## config.mk

```make
export PLATFORM = sky130hd
export DESIGN_NAME = mrps_top
export DESIGN_NICKNAME = d
export VERILOG_FILES = /design/src/design/mrps_pkg.sv /design/src/design/mrps_tmr_if.sv /design/src/design/mrps_ms_tick.sv /design/src/design/mrps_rail_timer.sv /design/src/design/mrps_top.sv
export SDC_FILE = /design/constraint.sdc
export NUM_CORES = 2
export LEC_CHECK = 0
export ABC_AREA = 0
export BUFFER_PORTS_ARGS = -buffer_cell sky130_fd_sc_hd__buf_4
export CAP_MARGIN = 20
export CORE_AREA = 2 2 572 574
export DETAILED_ROUTE_END_ITERATION = 7
export DIE_AREA = 0 0 574 576
export GPL_TIMING_DRIVEN = 1
export PLACE_DENSITY_LB_ADDON = 0.12
export RECOVER_POWER = 100
export SLEW_MARGIN = 0
export SYNTH_ARGS = -nofsm -noshare
export SYNTH_HDL_FRONTEND = slang
export SYNTH_HIERARCHICAL = 1
export SYNTH_SLANG_ARGS = --single-unit
```

## constraint.sdc

```tcl
create_clock -name sys_clk_in -period 4.99 [get_ports sys_clk_in]
set_input_delay 1.497 -clock sys_clk_in [delete_from_list [all_inputs] [get_ports sys_clk_in]]
set_output_delay 1.497 -clock sys_clk_in [all_outputs]
set_load 0.05 [all_outputs]
```

## src/design/mrps_pkg.sv

```systemverilog
// shared constants and types of the multi-rail power sequencer
package mrps_pkg;
    // =========================================================
    // sizes
    localparam int N_RAILS = 12;
    localparam int DLY_W = 12;
    localparam int GPI_N = 8;
    localparam int GPI_SEL_W = 3;
    localparam int VMON_W = 12;
    // =========================================================
    // timing
    localparam int TON_MAX_DLY_MS = 3276;
    localparam int TOFF_MAX_DLY_MS = 3276;
    localparam int CLK_FREQ_KHZ = 40000;
    localparam int TICK_MS = 1;
    localparam int CLK_PER_MS = CLK_FREQ_KHZ * TICK_MS;
    localparam logic [DLY_W-1:0] TON_CAP = DLY_W'(TON_MAX_DLY_MS);
    localparam logic [DLY_W-1:0] TOFF_CAP = DLY_W'(TOFF_MAX_DLY_MS);
    // =========================================================
    // types and reset values
    typedef enum logic [3:0] {
        RS_OFF = 4'h1,
        RS_WAIT_ON = 4'h2,
        RS_ON = 4'h4,
        RS_WAIT_OFF = 4'h8
    } mrps_state_t;
    typedef logic [N_RAILS-1:0] mrps_rvec_t;
    typedef logic [N_RAILS-1:0][DLY_W-1:0] mrps_rdly_t;
    typedef logic [N_RAILS-1:0][N_RAILS-1:0] mrps_rmask_t;
    typedef logic [N_RAILS-1:0][GPI_SEL_W-1:0] mrps_rsel_t;
    typedef logic [N_RAILS-1:0][VMON_W-1:0] mrps_rvolt_t;
    localparam mrps_state_t STATE_RST = RS_OFF;
    localparam mrps_rvec_t RVEC_RST = 12'h000;
    localparam logic [DLY_W-1:0] DLY_RST = 12'h000;
endpackage : mrps_pkg

```

## src/design/mrps_tmr_if.sv

```systemverilog
// timebase and per-rail delay timer signals
`timescale 1ns/100ps
`default_nettype none
interface mrps_tmr_if;
    import mrps_pkg::*;
    logic tick;
    mrps_rvec_t load;
    mrps_rdly_t val;
    mrps_rvec_t exp;
    modport tb (output tick);
    modport ct (input tick, input load, input val, output exp);
    modport seq (input tick, output load, output val, input exp);
endinterface : mrps_tmr_if
`default_nettype wire

```

## src/design/mrps_ms_tick.sv

```systemverilog
// millisecond tick divider
`timescale 1ns/100ps
`default_nettype none
module mrps_ms_tick #(
    parameter int CLK_PER_MS = mrps_pkg::CLK_PER_MS
) (
    // clock and reset
    input wire logic clk_in,
    input wire logic rstn_in,
    // tick out
    mrps_tmr_if.tb tb
);
    import mrps_pkg::*;
    localparam int CW = $clog2(CLK_PER_MS + 1);
    localparam logic [CW-1:0] LAST = CW'(CLK_PER_MS - 1);
    logic [CW-1:0] cnt_q, cnt_d;
    logic tick_q, tick_d;
    // =========================================================
    // divider: one-cycle tick every CLK_PER_MS cycles
    always_comb begin
        tick_d = (cnt_q == LAST);
        cnt_d = tick_d ? '0 : cnt_q + 1'b1;
    end
    always_ff @(posedge clk_in) begin
        if (!rstn_in) begin
            cnt_q <= '0;
            tick_q <= 1'b0;
        end else begin
            cnt_q <= cnt_d;
            tick_q <= tick_d;
        end
    end
    assign tb.tick = tick_q;
endmodule : mrps_ms_tick
`default_nettype wire

```

## src/design/mrps_rail_timer.sv

```systemverilog
// one down-counting delay timer per rail on the ms tick
`timescale 1ns/100ps
`default_nettype none
module mrps_rail_timer (
    // clock and reset
    input wire logic clk_in,
    input wire logic rstn_in,
    // load and expiry
    mrps_tmr_if.ct ct
);
    import mrps_pkg::*;
    mrps_rdly_t cnt_q, cnt_d;
    mrps_rvec_t arm_q, arm_d;
    mrps_rvec_t exp_c;
    // =========================================================
    // counters: load wins over expiry so a restart is never lost
    always_comb begin
        cnt_d = cnt_q;
        arm_d = arm_q;
        exp_c = '0;
        for (int r = 0; r < N_RAILS; r++) begin
            exp_c[r] = arm_q[r] && (cnt_q[r] == DLY_RST);
            if (ct.load[r]) begin
                cnt_d[r] = ct.val[r];
                arm_d[r] = 1'b1;
            end else if (exp_c[r]) begin
                arm_d[r] = 1'b0;
            end else if (arm_q[r] && ct.tick) begin
                cnt_d[r] = cnt_q[r] - 1'b1;
            end
        end
    end
    always_ff @(posedge clk_in) begin
        if (!rstn_in) begin
            cnt_q <= '0;
            arm_q <= RVEC_RST;
        end else begin
            cnt_q <= cnt_d;
            arm_q <= arm_d;
        end
    end
    assign ct.exp = exp_c; // same-cycle, stays one cycle only
endmodule : mrps_rail_timer
`default_nettype wire

```

## src/design/mrps_top.sv

```systemverilog
// multi-rail power sequencer: triggers, rail state machines, faults
`timescale 1ns/100ps
`default_nettype none
module mrps_top #(
    parameter int CLK_PER_MS = mrps_pkg::CLK_PER_MS
) (
    // clock and reset
    input wire logic sys_clk_in,
    input wire logic rstn_in,
    // start mode, commands and pins
    input wire logic auto_start_in,
    input wire logic pin_mode_in,
    input wire logic op_on_cmd_in,
    input wire logic op_off_cmd_in,
    input wire logic sequence_control_pin_in,
    input wire logic [mrps_pkg::GPI_N-1:0] general_input_pin_in,
    // turn-on configuration
    input wire mrps_pkg::mrps_rvec_t on_by_op_in,
    input wire mrps_pkg::mrps_rvec_t on_by_pin_in,
    input wire mrps_pkg::mrps_rvec_t on_by_parent_in,
    input wire mrps_pkg::mrps_rvec_t on_by_gpi_in,
    input wire mrps_pkg::mrps_rmask_t on_parent_mask_in,
    input wire mrps_pkg::mrps_rsel_t on_gpi_sel_in,
    input wire mrps_pkg::mrps_rvec_t on_gpi_level_in,
    input wire mrps_pkg::mrps_rvec_t on_monitor_only_in,
    // turn-off configuration
    input wire mrps_pkg::mrps_rvec_t off_by_op_in,
    input wire mrps_pkg::mrps_rvec_t off_by_pin_in,
    input wire mrps_pkg::mrps_rvec_t off_by_gpi_in,
    input wire mrps_pkg::mrps_rsel_t off_gpi_sel_in,
    input wire mrps_pkg::mrps_rvec_t off_gpi_level_in,
    input wire mrps_pkg::mrps_rvec_t off_monitor_only_in,
    input wire mrps_pkg::mrps_rvec_t off_immediate_in,
    input wire mrps_pkg::mrps_rmask_t fault_follow_mask_in,
    // delays in ms
    input wire mrps_pkg::mrps_rdly_t ton_delay_in,
    input wire mrps_pkg::mrps_rdly_t toff_delay_in,
    input wire mrps_pkg::mrps_rdly_t ton_max_in,
    // monitoring
    input wire mrps_pkg::mrps_rvolt_t rail_volt_in,
    input wire mrps_pkg::mrps_rvolt_t pg_on_thr_in,
    input wire mrps_pkg::mrps_rvolt_t pg_off_thr_in,
    input wire mrps_pkg::mrps_rvec_t rail_fault_in,
    input wire mrps_pkg::mrps_rvec_t fault_clear_in,
    // rail outputs
    output mrps_pkg::mrps_rvec_t rail_enable_out,
    output mrps_pkg::mrps_rvec_t rail_pgood_out,
    output mrps_pkg::mrps_rvec_t ton_max_fault_out,
    output mrps_pkg::mrps_rvec_t rail_faulted_out,
    output logic cascade_shutdown_out
);
    import mrps_pkg::*;

    // =========================================================
    // helpers
    function automatic logic [DLY_W-1:0] cap_dly(input logic [DLY_W-1:0] v,
                                                 input logic [DLY_W-1:0] cap);
        cap_dly = (v > cap) ? cap : v;
    endfunction : cap_dly

    function automatic logic gpi_hit(input logic [GPI_N-1:0] pins,
                                     input logic [GPI_SEL_W-1:0] sel,
                                     input logic lvl);
        gpi_hit = (pins[sel] == lvl);
    endfunction : gpi_hit

    // =========================================================
    // timebase and per-rail timers
    mrps_tmr_if tif ();
    mrps_ms_tick #(.CLK_PER_MS(CLK_PER_MS)) u_tick (
        .clk_in(sys_clk_in),
        .rstn_in(rstn_in),
        .tb(tif.tb)
    );
    mrps_rail_timer u_tmr (
        .clk_in(sys_clk_in),
        .rstn_in(rstn_in),
        .ct(tif.ct)
    );

    // =========================================================
    // pin synchronisers
    logic pin_s1_q, pin_s2_q;
    logic [GPI_N-1:0] gpi_s1_q, gpi_s2_q;
    // pins are asynchronous; only the second stage is read
    always_ff @(posedge sys_clk_in) begin
        if (!rstn_in) begin
            pin_s1_q <= 1'b0;
            pin_s2_q <= 1'b0;
            gpi_s1_q <= '0;
            gpi_s2_q <= '0;
        end else begin
            pin_s1_q <= sequence_control_pin_in;
            pin_s2_q <= pin_s1_q;
            gpi_s1_q <= general_input_pin_in;
            gpi_s2_q <= gpi_s1_q;
        end
    end

    // =========================================================
    // state
    logic op_on_q, op_on_d;
    mrps_state_t st_q [N_RAILS];
    mrps_state_t st_d [N_RAILS];
    mrps_rvec_t en_q, en_d, pg_q, pg_d, tmf_q, tmf_d, flt_q, flt_d;
    logic casc_q, casc_d;
    logic op_req;
    mrps_rvec_t on_ok, off_req, tmax_hit, ld_c;
    mrps_rdly_t ldv_c;

    // =========================================================
    // on/off command latch; on wins if both arrive together
    always_comb begin
        op_on_d = op_on_q;
        if (auto_start_in || pin_mode_in) begin
            op_on_d = 1'b0;
        end else if (op_on_cmd_in) begin
            op_on_d = 1'b1;
        end else if (op_off_cmd_in) begin
            op_on_d = 1'b0;
        end
    end

    // =========================================================
    // trigger evaluation per rail; selected on triggers are all required, any fault or unmasked off trigger is enough (auto start waives op and pin in both)
    always_comb begin
        op_req = pin_mode_in ? pin_s2_q : op_on_q;
        for (int r = 0; r < N_RAILS; r++) begin
            on_ok[r] = (!on_by_op_in[r] || auto_start_in || op_req)
                && (!on_by_pin_in[r] || auto_start_in || pin_s2_q)
                && (!on_by_parent_in[r] || &(pg_q | ~on_parent_mask_in[r]))
                && (!on_by_gpi_in[r] ||
                    gpi_hit(gpi_s2_q, on_gpi_sel_in[r], on_gpi_level_in[r]))
                && (auto_start_in || on_by_op_in[r] || on_by_pin_in[r] ||
                    on_by_parent_in[r] || on_by_gpi_in[r]);
            tmax_hit[r] = (st_q[r] == RS_ON) && (ton_max_in[r] != DLY_RST)
                && !pg_q[r] && tif.exp[r];
            off_req[r] = (!off_monitor_only_in[r] && (
                    (off_by_op_in[r] && !auto_start_in && !op_req) ||
                    (off_by_pin_in[r] && !auto_start_in && !pin_s2_q) ||
                    (off_by_gpi_in[r] &&
                     gpi_hit(gpi_s2_q, off_gpi_sel_in[r], off_gpi_level_in[r]))))
                || flt_q[r] || tmax_hit[r]
                || |(flt_q & fault_follow_mask_in[r]);
        end
    end

    // =========================================================
    // rail sequencing state machines and timer loads
    always_comb begin
        ld_c = '0;
        ldv_c = '0;
        for (int r = 0; r < N_RAILS; r++) begin
            st_d[r] = st_q[r];
            unique case (st_q[r])
                RS_OFF: begin
                    if (on_ok[r] && !on_monitor_only_in[r] && !off_req[r]) begin
                        st_d[r] = RS_WAIT_ON;
                        ld_c[r] = 1'b1;
                        ldv_c[r] = cap_dly(ton_delay_in[r], TON_CAP);
                    end
                end
                RS_WAIT_ON: begin
                    // trigger lost or off request aborts the pending start
                    if (off_req[r] || !on_ok[r]) begin
                        st_d[r] = RS_OFF;
                    end else if (tif.exp[r]) begin
                        st_d[r] = RS_ON;
                        ld_c[r] = (ton_max_in[r] != DLY_RST);
                        ldv_c[r] = ton_max_in[r];
                    end
                end
                RS_ON: begin
                    if (off_req[r]) begin
                        if (off_immediate_in[r]) begin
                            st_d[r] = RS_OFF;
                        end else begin
                            st_d[r] = RS_WAIT_OFF;
                            ld_c[r] = 1'b1;
                            ldv_c[r] = cap_dly(toff_delay_in[r], TOFF_CAP);
                        end
                    end
                end
                RS_WAIT_OFF: begin
                    // an off in progress always completes
                    if (tif.exp[r]) begin
                        st_d[r] = RS_OFF;
                    end
                end
                default: st_d[r] = STATE_RST;
            endcase
        end
    end
    assign tif.load = ld_c;
    assign tif.val = ldv_c;

    // =========================================================
    // outputs, power-good hysteresis and sticky faults (set wins)
    always_comb begin
        for (int r = 0; r < N_RAILS; r++) begin
            en_d[r] = (st_d[r] == RS_ON) || (st_d[r] == RS_WAIT_OFF);
            pg_d[r] = pg_q[r] ? (rail_volt_in[r] >= pg_off_thr_in[r])
                              : (rail_volt_in[r] >= pg_on_thr_in[r]);
        end
        tmf_d = (tmf_q & ~fault_clear_in) | tmax_hit;
        flt_d = (flt_q & ~fault_clear_in) | rail_fault_in | tmax_hit;
        casc_d = |flt_d; // shuts down cascaded devices
    end

    always_ff @(posedge sys_clk_in) begin
        if (!rstn_in) begin
            op_on_q <= 1'b0;
            for (int r = 0; r < N_RAILS; r++) begin
                st_q[r] <= STATE_RST;
            end
            en_q <= RVEC_RST;
            pg_q <= RVEC_RST;
            tmf_q <= RVEC_RST;
            flt_q <= RVEC_RST;
            casc_q <= 1'b0;
        end else begin
            op_on_q <= op_on_d;
            st_q <= st_d;
            en_q <= en_d;
            pg_q <= pg_d;
            tmf_q <= tmf_d;
            flt_q <= flt_d;
            casc_q <= casc_d;
        end
    end

    assign rail_enable_out = en_q;
    assign rail_pgood_out = pg_q;
    assign ton_max_fault_out = tmf_q;
    assign rail_faulted_out = flt_q;
    assign cascade_shutdown_out = casc_q;

    for (genvar g = 0; g < N_RAILS; g++) begin : g_chk

    end
endmodule : mrps_top
`default_nettype wire

```

Yosys cells after proc, flatten, opt, wreduce, memory -nomap -nowiden:

Index checks and enable logic that the tools add are counted.

* register bits: 289
* logic and storage cells: 1268
* bits of input ports: 1407
* output and inout bits: 49

* eq/ne operators: 109
* reduce and logical (&&, ||, !) cells: 608
* $lt $le $gt $ge: 72
* muxes and demuxes: 375
* add/sub/neg operators: 13
* bitwise gates (word level): 43

Operators with widths (count)
* two-way mux 12 bit: 120
* case mux 12 bit (3 select lines): 12
* greater-or-equal comparator 12 bit: 24
* greater-than comparator 12 bit (second input constant): 24
* two-way mux 4 bit: 72
* logical OR 1 bit: 205
* logical AND 1 bit: 204
* case mux 4 bit (4 select lines): 12
* bitwise OR 12 bit: 15
* bitwise AND 12 bit: 14
* inverter 12 bit: 13
* OR reduction 12 bit: 13
* logical NOT 12 bit: 12
* AND reduction 12 bit: 12
* nonzero test 12 bit: 12
* subtractor 12 x 1 -> 12 bit (second input constant): 12
* two-way mux 1 bit: 123
* logical NOT 1 bit: 111
* == test 4 x 3 -> 1 bit (second input constant): 24
* == test 4 bit (second input constant): 24
* < comparator 3 x 4 -> 1 bit (second input constant): 24
* binary-select mux 1 bit (select 3 bit): 24
* nonzero test 2 bit: 25
* == test 4 x 1 -> 1 bit (second input constant): 12
* 9 further kinds: 77

Logic depth before layout (Yosys ltp):

* word-level depth: 15
* depth in mapped cells: 19
* gate-level depth less buffers: 16

By module:

The synthesis kept the hierarchy.

Modules (own cells, without submodules)
* mrps_top: area an instance 21249.1 um^2, cells an instance 2851, instances 1, sequential area each 2322.2 um^2
* mrps_rail_timer: area an instance 9195.1 um^2, cells an instance 1129, instances 1, sequential area each 3123.0 um^2
* mrps_ms_tick: area an instance 779.5 um^2, cells an instance 83, instances 1, sequential area each 340.3 um^2

Least setup slack after synthesis:

No wires, ideal clock.

* path kind: in2reg
* from: input port ton_max_in[72] (netlist name)
* to: register u_tmr/cnt_q[80] (netlist name)
* required time: 4857 ps
* data arrival time: 4383 ps
* setup slack: 474 ps
* library setup time: 133 ps
* stages: 12
* buffers on the path: 3
* path through: nor4_1 a311oi_1 a2111oi_2 nand3_1 nor4_2 buf_2 a211o_1 clkbuf_1 clkinv_1 clkbuf_1 o211ai_1 a31oi_1

* word-level cells in the longest chain between the ends: 12
* elaborated cells on any way between the ends: 22
* those cells by class: eq/ne: 1; mux: 10; reduce/logical: 11

RTL lines
* from (decl): line mrps_top.sv:38 `input wire mrps_pkg::mrps_rdly_t ton_max_in,`
* nonzero test 12 bit (*): line mrps_top.sv:136, mrps_top.sv:169
* logical AND 1 bit: line mrps_top.sv:136 `tmax_hit[r] = (st_q[r] == RS_ON) && (ton_max_in[r] != DLY_RST)`
* logical AND 1 bit (2 in a row): line mrps_top.sv:137 `&& !pg_q[r] && tif.exp[r];`
* logical OR 1 bit: line mrps_top.sv:143 `|| flt_q[r] || tmax_hit[r]`
* logical OR 1 bit: line mrps_top.sv:144 `|| |(flt_q & fault_follow_mask_in[r]);`
* logical NOT 1 bit: line mrps_top.sv:157 `if (on_ok[r] && !on_monitor_only_in[r] && !off_req[r]) begin`
* logical AND 1 bit: line mrps_top.sv:157
* two-way mux 1 bit: line mrps_top.sv:157
* case mux 1 bit (3 select lines) (*): line mrps_top.sv:155 `unique case (st_q[r])`
* net ld_c[6]: line mrps_top.sv:108 `mrps_rvec_t on_ok, off_req, tmax_hit, ld_c;`
* inequality test 2 x 1 -> 1 bit (no line) or nonzero test 2 bit (tied branches)
* AND reduction 2 bit (no line)
* to (signal assigned): line mrps_rail_timer.sv:38 `cnt_q <= cnt_d;`
* to (decl): line mrps_rail_timer.sv:12 `mrps_rdly_t cnt_q, cnt_d;`

Mark *: on every way through the listed nets, which the timed path passes. The rest lies on a longest branch.
A chain may end at the register's enable or synchronous reset.

==> results.txt <==
WS Path Type -> flop to flop
Gpl congestion -> 0.9203
Reg2reg start -> u_tmr/cnt_q[14]
CP max-delay cell -> a311oi_1
Fill count -> 37600
Yosys Warn Count -> 6
Antenna Violating Nets Remaining -> 0
HPWL after DPL -> 245700 microns
DR vias/cell -> 3.946
Critical-path maximum fanout -> 13
Port Buffer Count -> 1443
Final WS setup -> 0.2573 ns
Clock Path Buffers -> 3
Main flop type after synthesis -> dfxtp_1
Die ar. -> 330600 sq um
Unrepaired setup endpoints after global routing -> no
CTS H-tree lvls -> 2
Clock power share -> 39.7%
Sequential Power Share -> 27.2%
Synth-to-layout area growth -> 60.87%
Mapped Cells -> 4063
Clk sinks -> 289
Worst Setup SP -> u_tmr/cnt_q[14]
Synth area leader -> dfxtp_1
Max VDD drop -> 0.1860 mV
Drt initial violations -> 2230
Post_cts resized -> 0
Cell variety after synth -> 104
Worst-Skew Late Latency -> 0.67 ns
Slowest stage delay, CP -> 1.29 ns
Fmax -> 211.3 MHz
Mean area per synthesized cell -> 7.685 sq um
GRT Total Usage -> 16.06%
Placed inst area -> 48840 sq um
Delay-heaviest family, CP -> compound AO/OA/AOI/OAI gates
Initial core utilization -> 9.599%
Worst hold margin -> 0.4293 ns
Power Density -> 184.8 nW/um^2
Via count -> 39750
Switching power -> 3.332 mW
Critical Path, Cell by Cell -> nor4_1, nand3_1, nor2_1, nand2b_1, a311oi_1, a2111oi_2, buf_4, nand3_1, nor4_1, buf_4, a22o_1, a21o_1, o21ai_0, a21oi_1
Cts-stage hold buffer count -> 0
Layout cell share with drive strength beyond 1 -> 32.98%
Crit end category -> flop
Largest cells by area after synthesis -> dfxtp_1 (19%), ha_1 (13%), inv_1 (5.0%)
Compound-Gate Fraction of Synth Area -> 28.79%
Simple-Gate Fraction of Synth Area -> 26.36%
Arrival time at the worst endpoint -> 5.28 ns
Post-synthesis sequential area ratio -> 18.53%
Area fraction of the dominant cell type after synthesis -> 18.53%
Clock skew -> 0.03574 ns
Sw frac -> 35.90%
MaxCap Viol Count -> 10
Final min period -> 4.733 ns
Max_slew headroom -> -33.45%
Post-route cell area -> 50230 sq um
GRT Residual Overflow -> 0
Worst-Margin Slew -> 2.002 ns
Chip height -> 576 microns
Most numerous cell in the Yosys netlist -> inv_1
Row cnt -> 210
CTS tree -> done
Status -> finished with violations
Post-Syn Nets -> 5783
Tcrit/Tclk final -> 94.84%
Vias in the first global route -> 40750
Inst Count DP -> 9934
First-pass DRT Iterations -> 6
Initial antenna violation count -> 123
Critical Path RT -> 5.53 ns
Number of flops mapped to enable cells by yosys -> 0
Comb pwr share -> 33.1%
Final cell count without fillers -> 10070
Hold_sp -> gpi_s1_q[1]
Leakage power -> 21.69 nW
Pint -> 5.950 mW
Failing checks -> capacitance limit, slew limit
# IOs -> 1456
Core area -> 325300 sq um
Adder-cell area share of the yosys netlist -> 12.54%
DR WL/cell -> 27.51 microns
Final Hold Fails -> 0
Commonest cells in the netlist -> inv_1 (415), ha_1 (313), o21ai_0 (302)
Bufs and invs on worst path -> 2
PnR Total Power -> 9.282 mW
Post-synthesis mux area share -> 4.941%
Post-CTS Setup Bufs -> 0
Post-Synth XOR/XNOR Area -> 1.571%
First-pass GRT wire length -> 364000 microns
Worst Hold Class -> flop to flop
Dpl ws -> -0.1057 ns
Nets -> 7360
CP startpoint kind -> flop
Largest net degree at the start of global routing -> 94
Clock Pin Slew Worst Setup and Hold Paths -> 0.07 ns
Die width -> 574 microns
Main combinational cell family by area after synthesis -> compound AO/OA/AOI/OAI gates
Root buffer cell -> clkbuf_16
Drt drc -> 0
Setup-failing EPs final -> 0
Total Wirelength -> 277200 microns
Ys async rst share -> 0%
#FFs+latches synth -> 289
Post-Synthesis Cell Area -> 31220 sq um
CTS Buf Count -> 49
Final Max Slew Viols -> 152
metrics by stage:
step                      setup TNS (ns)  util [%]
after CTS                              0     15.52
final                                  0     15.44
after floorplan                        0         -
after detailed placement         -0.1057     15.02
after global placement          -0.03460     15.01
after global routing                   0     15.42
worst paths after layout:
kind         slack [ns]  depth (start not counted)         endpoint
max                0.26                         14  u_tmr/cnt_q[12]
min                0.43                          1      gpi_s2_q[1]
max reg2reg        0.26                         14  u_tmr/cnt_q[12]
min reg2reg        0.43                          1      gpi_s2_q[1]
power groups by stage:
stage          clock [mW]  sequential [mW]  combinational [mW]
6_report             3.69             2.52                3.07
5_1_grt              3.96             2.53                3.33
4_1_cts              3.92             2.54                3.16
3_5_place_dp            0             2.59                3.14
3_3_place_gp            0             2.59                3.15
2_1_floorplan           0             2.53                1.07
layout by cell type (no fill, tap or decap), types with 54 or more instances in the layout:
cell type	count
buf_4	1594
inv_1	413
ha_1	313
o21ai_0	305
dfxtp_1	274
nor2_1	252
nand2_1	247
a21oi_1	191
nor2b_1	142
nand3_1	122
nor4_1	111
nand2b_1	102
a31oi_1	94
a22oi_1	89
clkbuf_1	73
nor3_1	72
a211oi_1	60
a21o_1	57
o21a_1	57
or3_1	57
or4_1	54
area by class of cell:
type | instances | area [sq um] | area share (%)
inverters | 417 | 1570 | 3.126
clock inverters | 16 | 245.2 | 0.4882
clock buffers | 71 | 1389 | 2.765
diodes | 52 | 130.1 | 0.2591
repair buffers | 1680 | 12500 | 24.88
multi-input cells | 3203 | 23150 | 46.09
well taps | 4346 | 5438 | 10.83
flip-flops and latches | 289 | 5807 | 11.56
cell families after synthesis:
group	Yosys count
AND/OR/NAND/NOR	1451
AO/OA/AOI/OAI	1291
buffers and inverters	571
adder cells (fa/ha/maj)	313
flip-flops	289
multiplexers	92
XOR/XNOR	56
per-layer routing:
layer | wire length [microns] | share of wire, % | GRT usage [%] | up-vias
li1 | - | - | - | 18630
met1 | 108200 | 39 | 18.08 | 19230
met2 | 143200 | 52 | 29.88 | 1527
met3 | 17820 | 6.4 | 3.833 | 305
met4 | 7648 | 2.8 | 4.281 | 48
met5 | 317 | 0.11 | 0 | -
state kept, by name, summed over array words and instances (netlist names), 8 cells and up:
signal and count:
gpi_s1_q 8, gpi_s2_q 8, rail_enable_out 12, rail_faulted_out 12
rail_pgood_out 12, st_q 48, ton_max_fault_out 12, u_tick/cnt_q 16
u_tmr/arm_q 12, u_tmr/cnt_q 144
(Power assumes the default switching activity.)
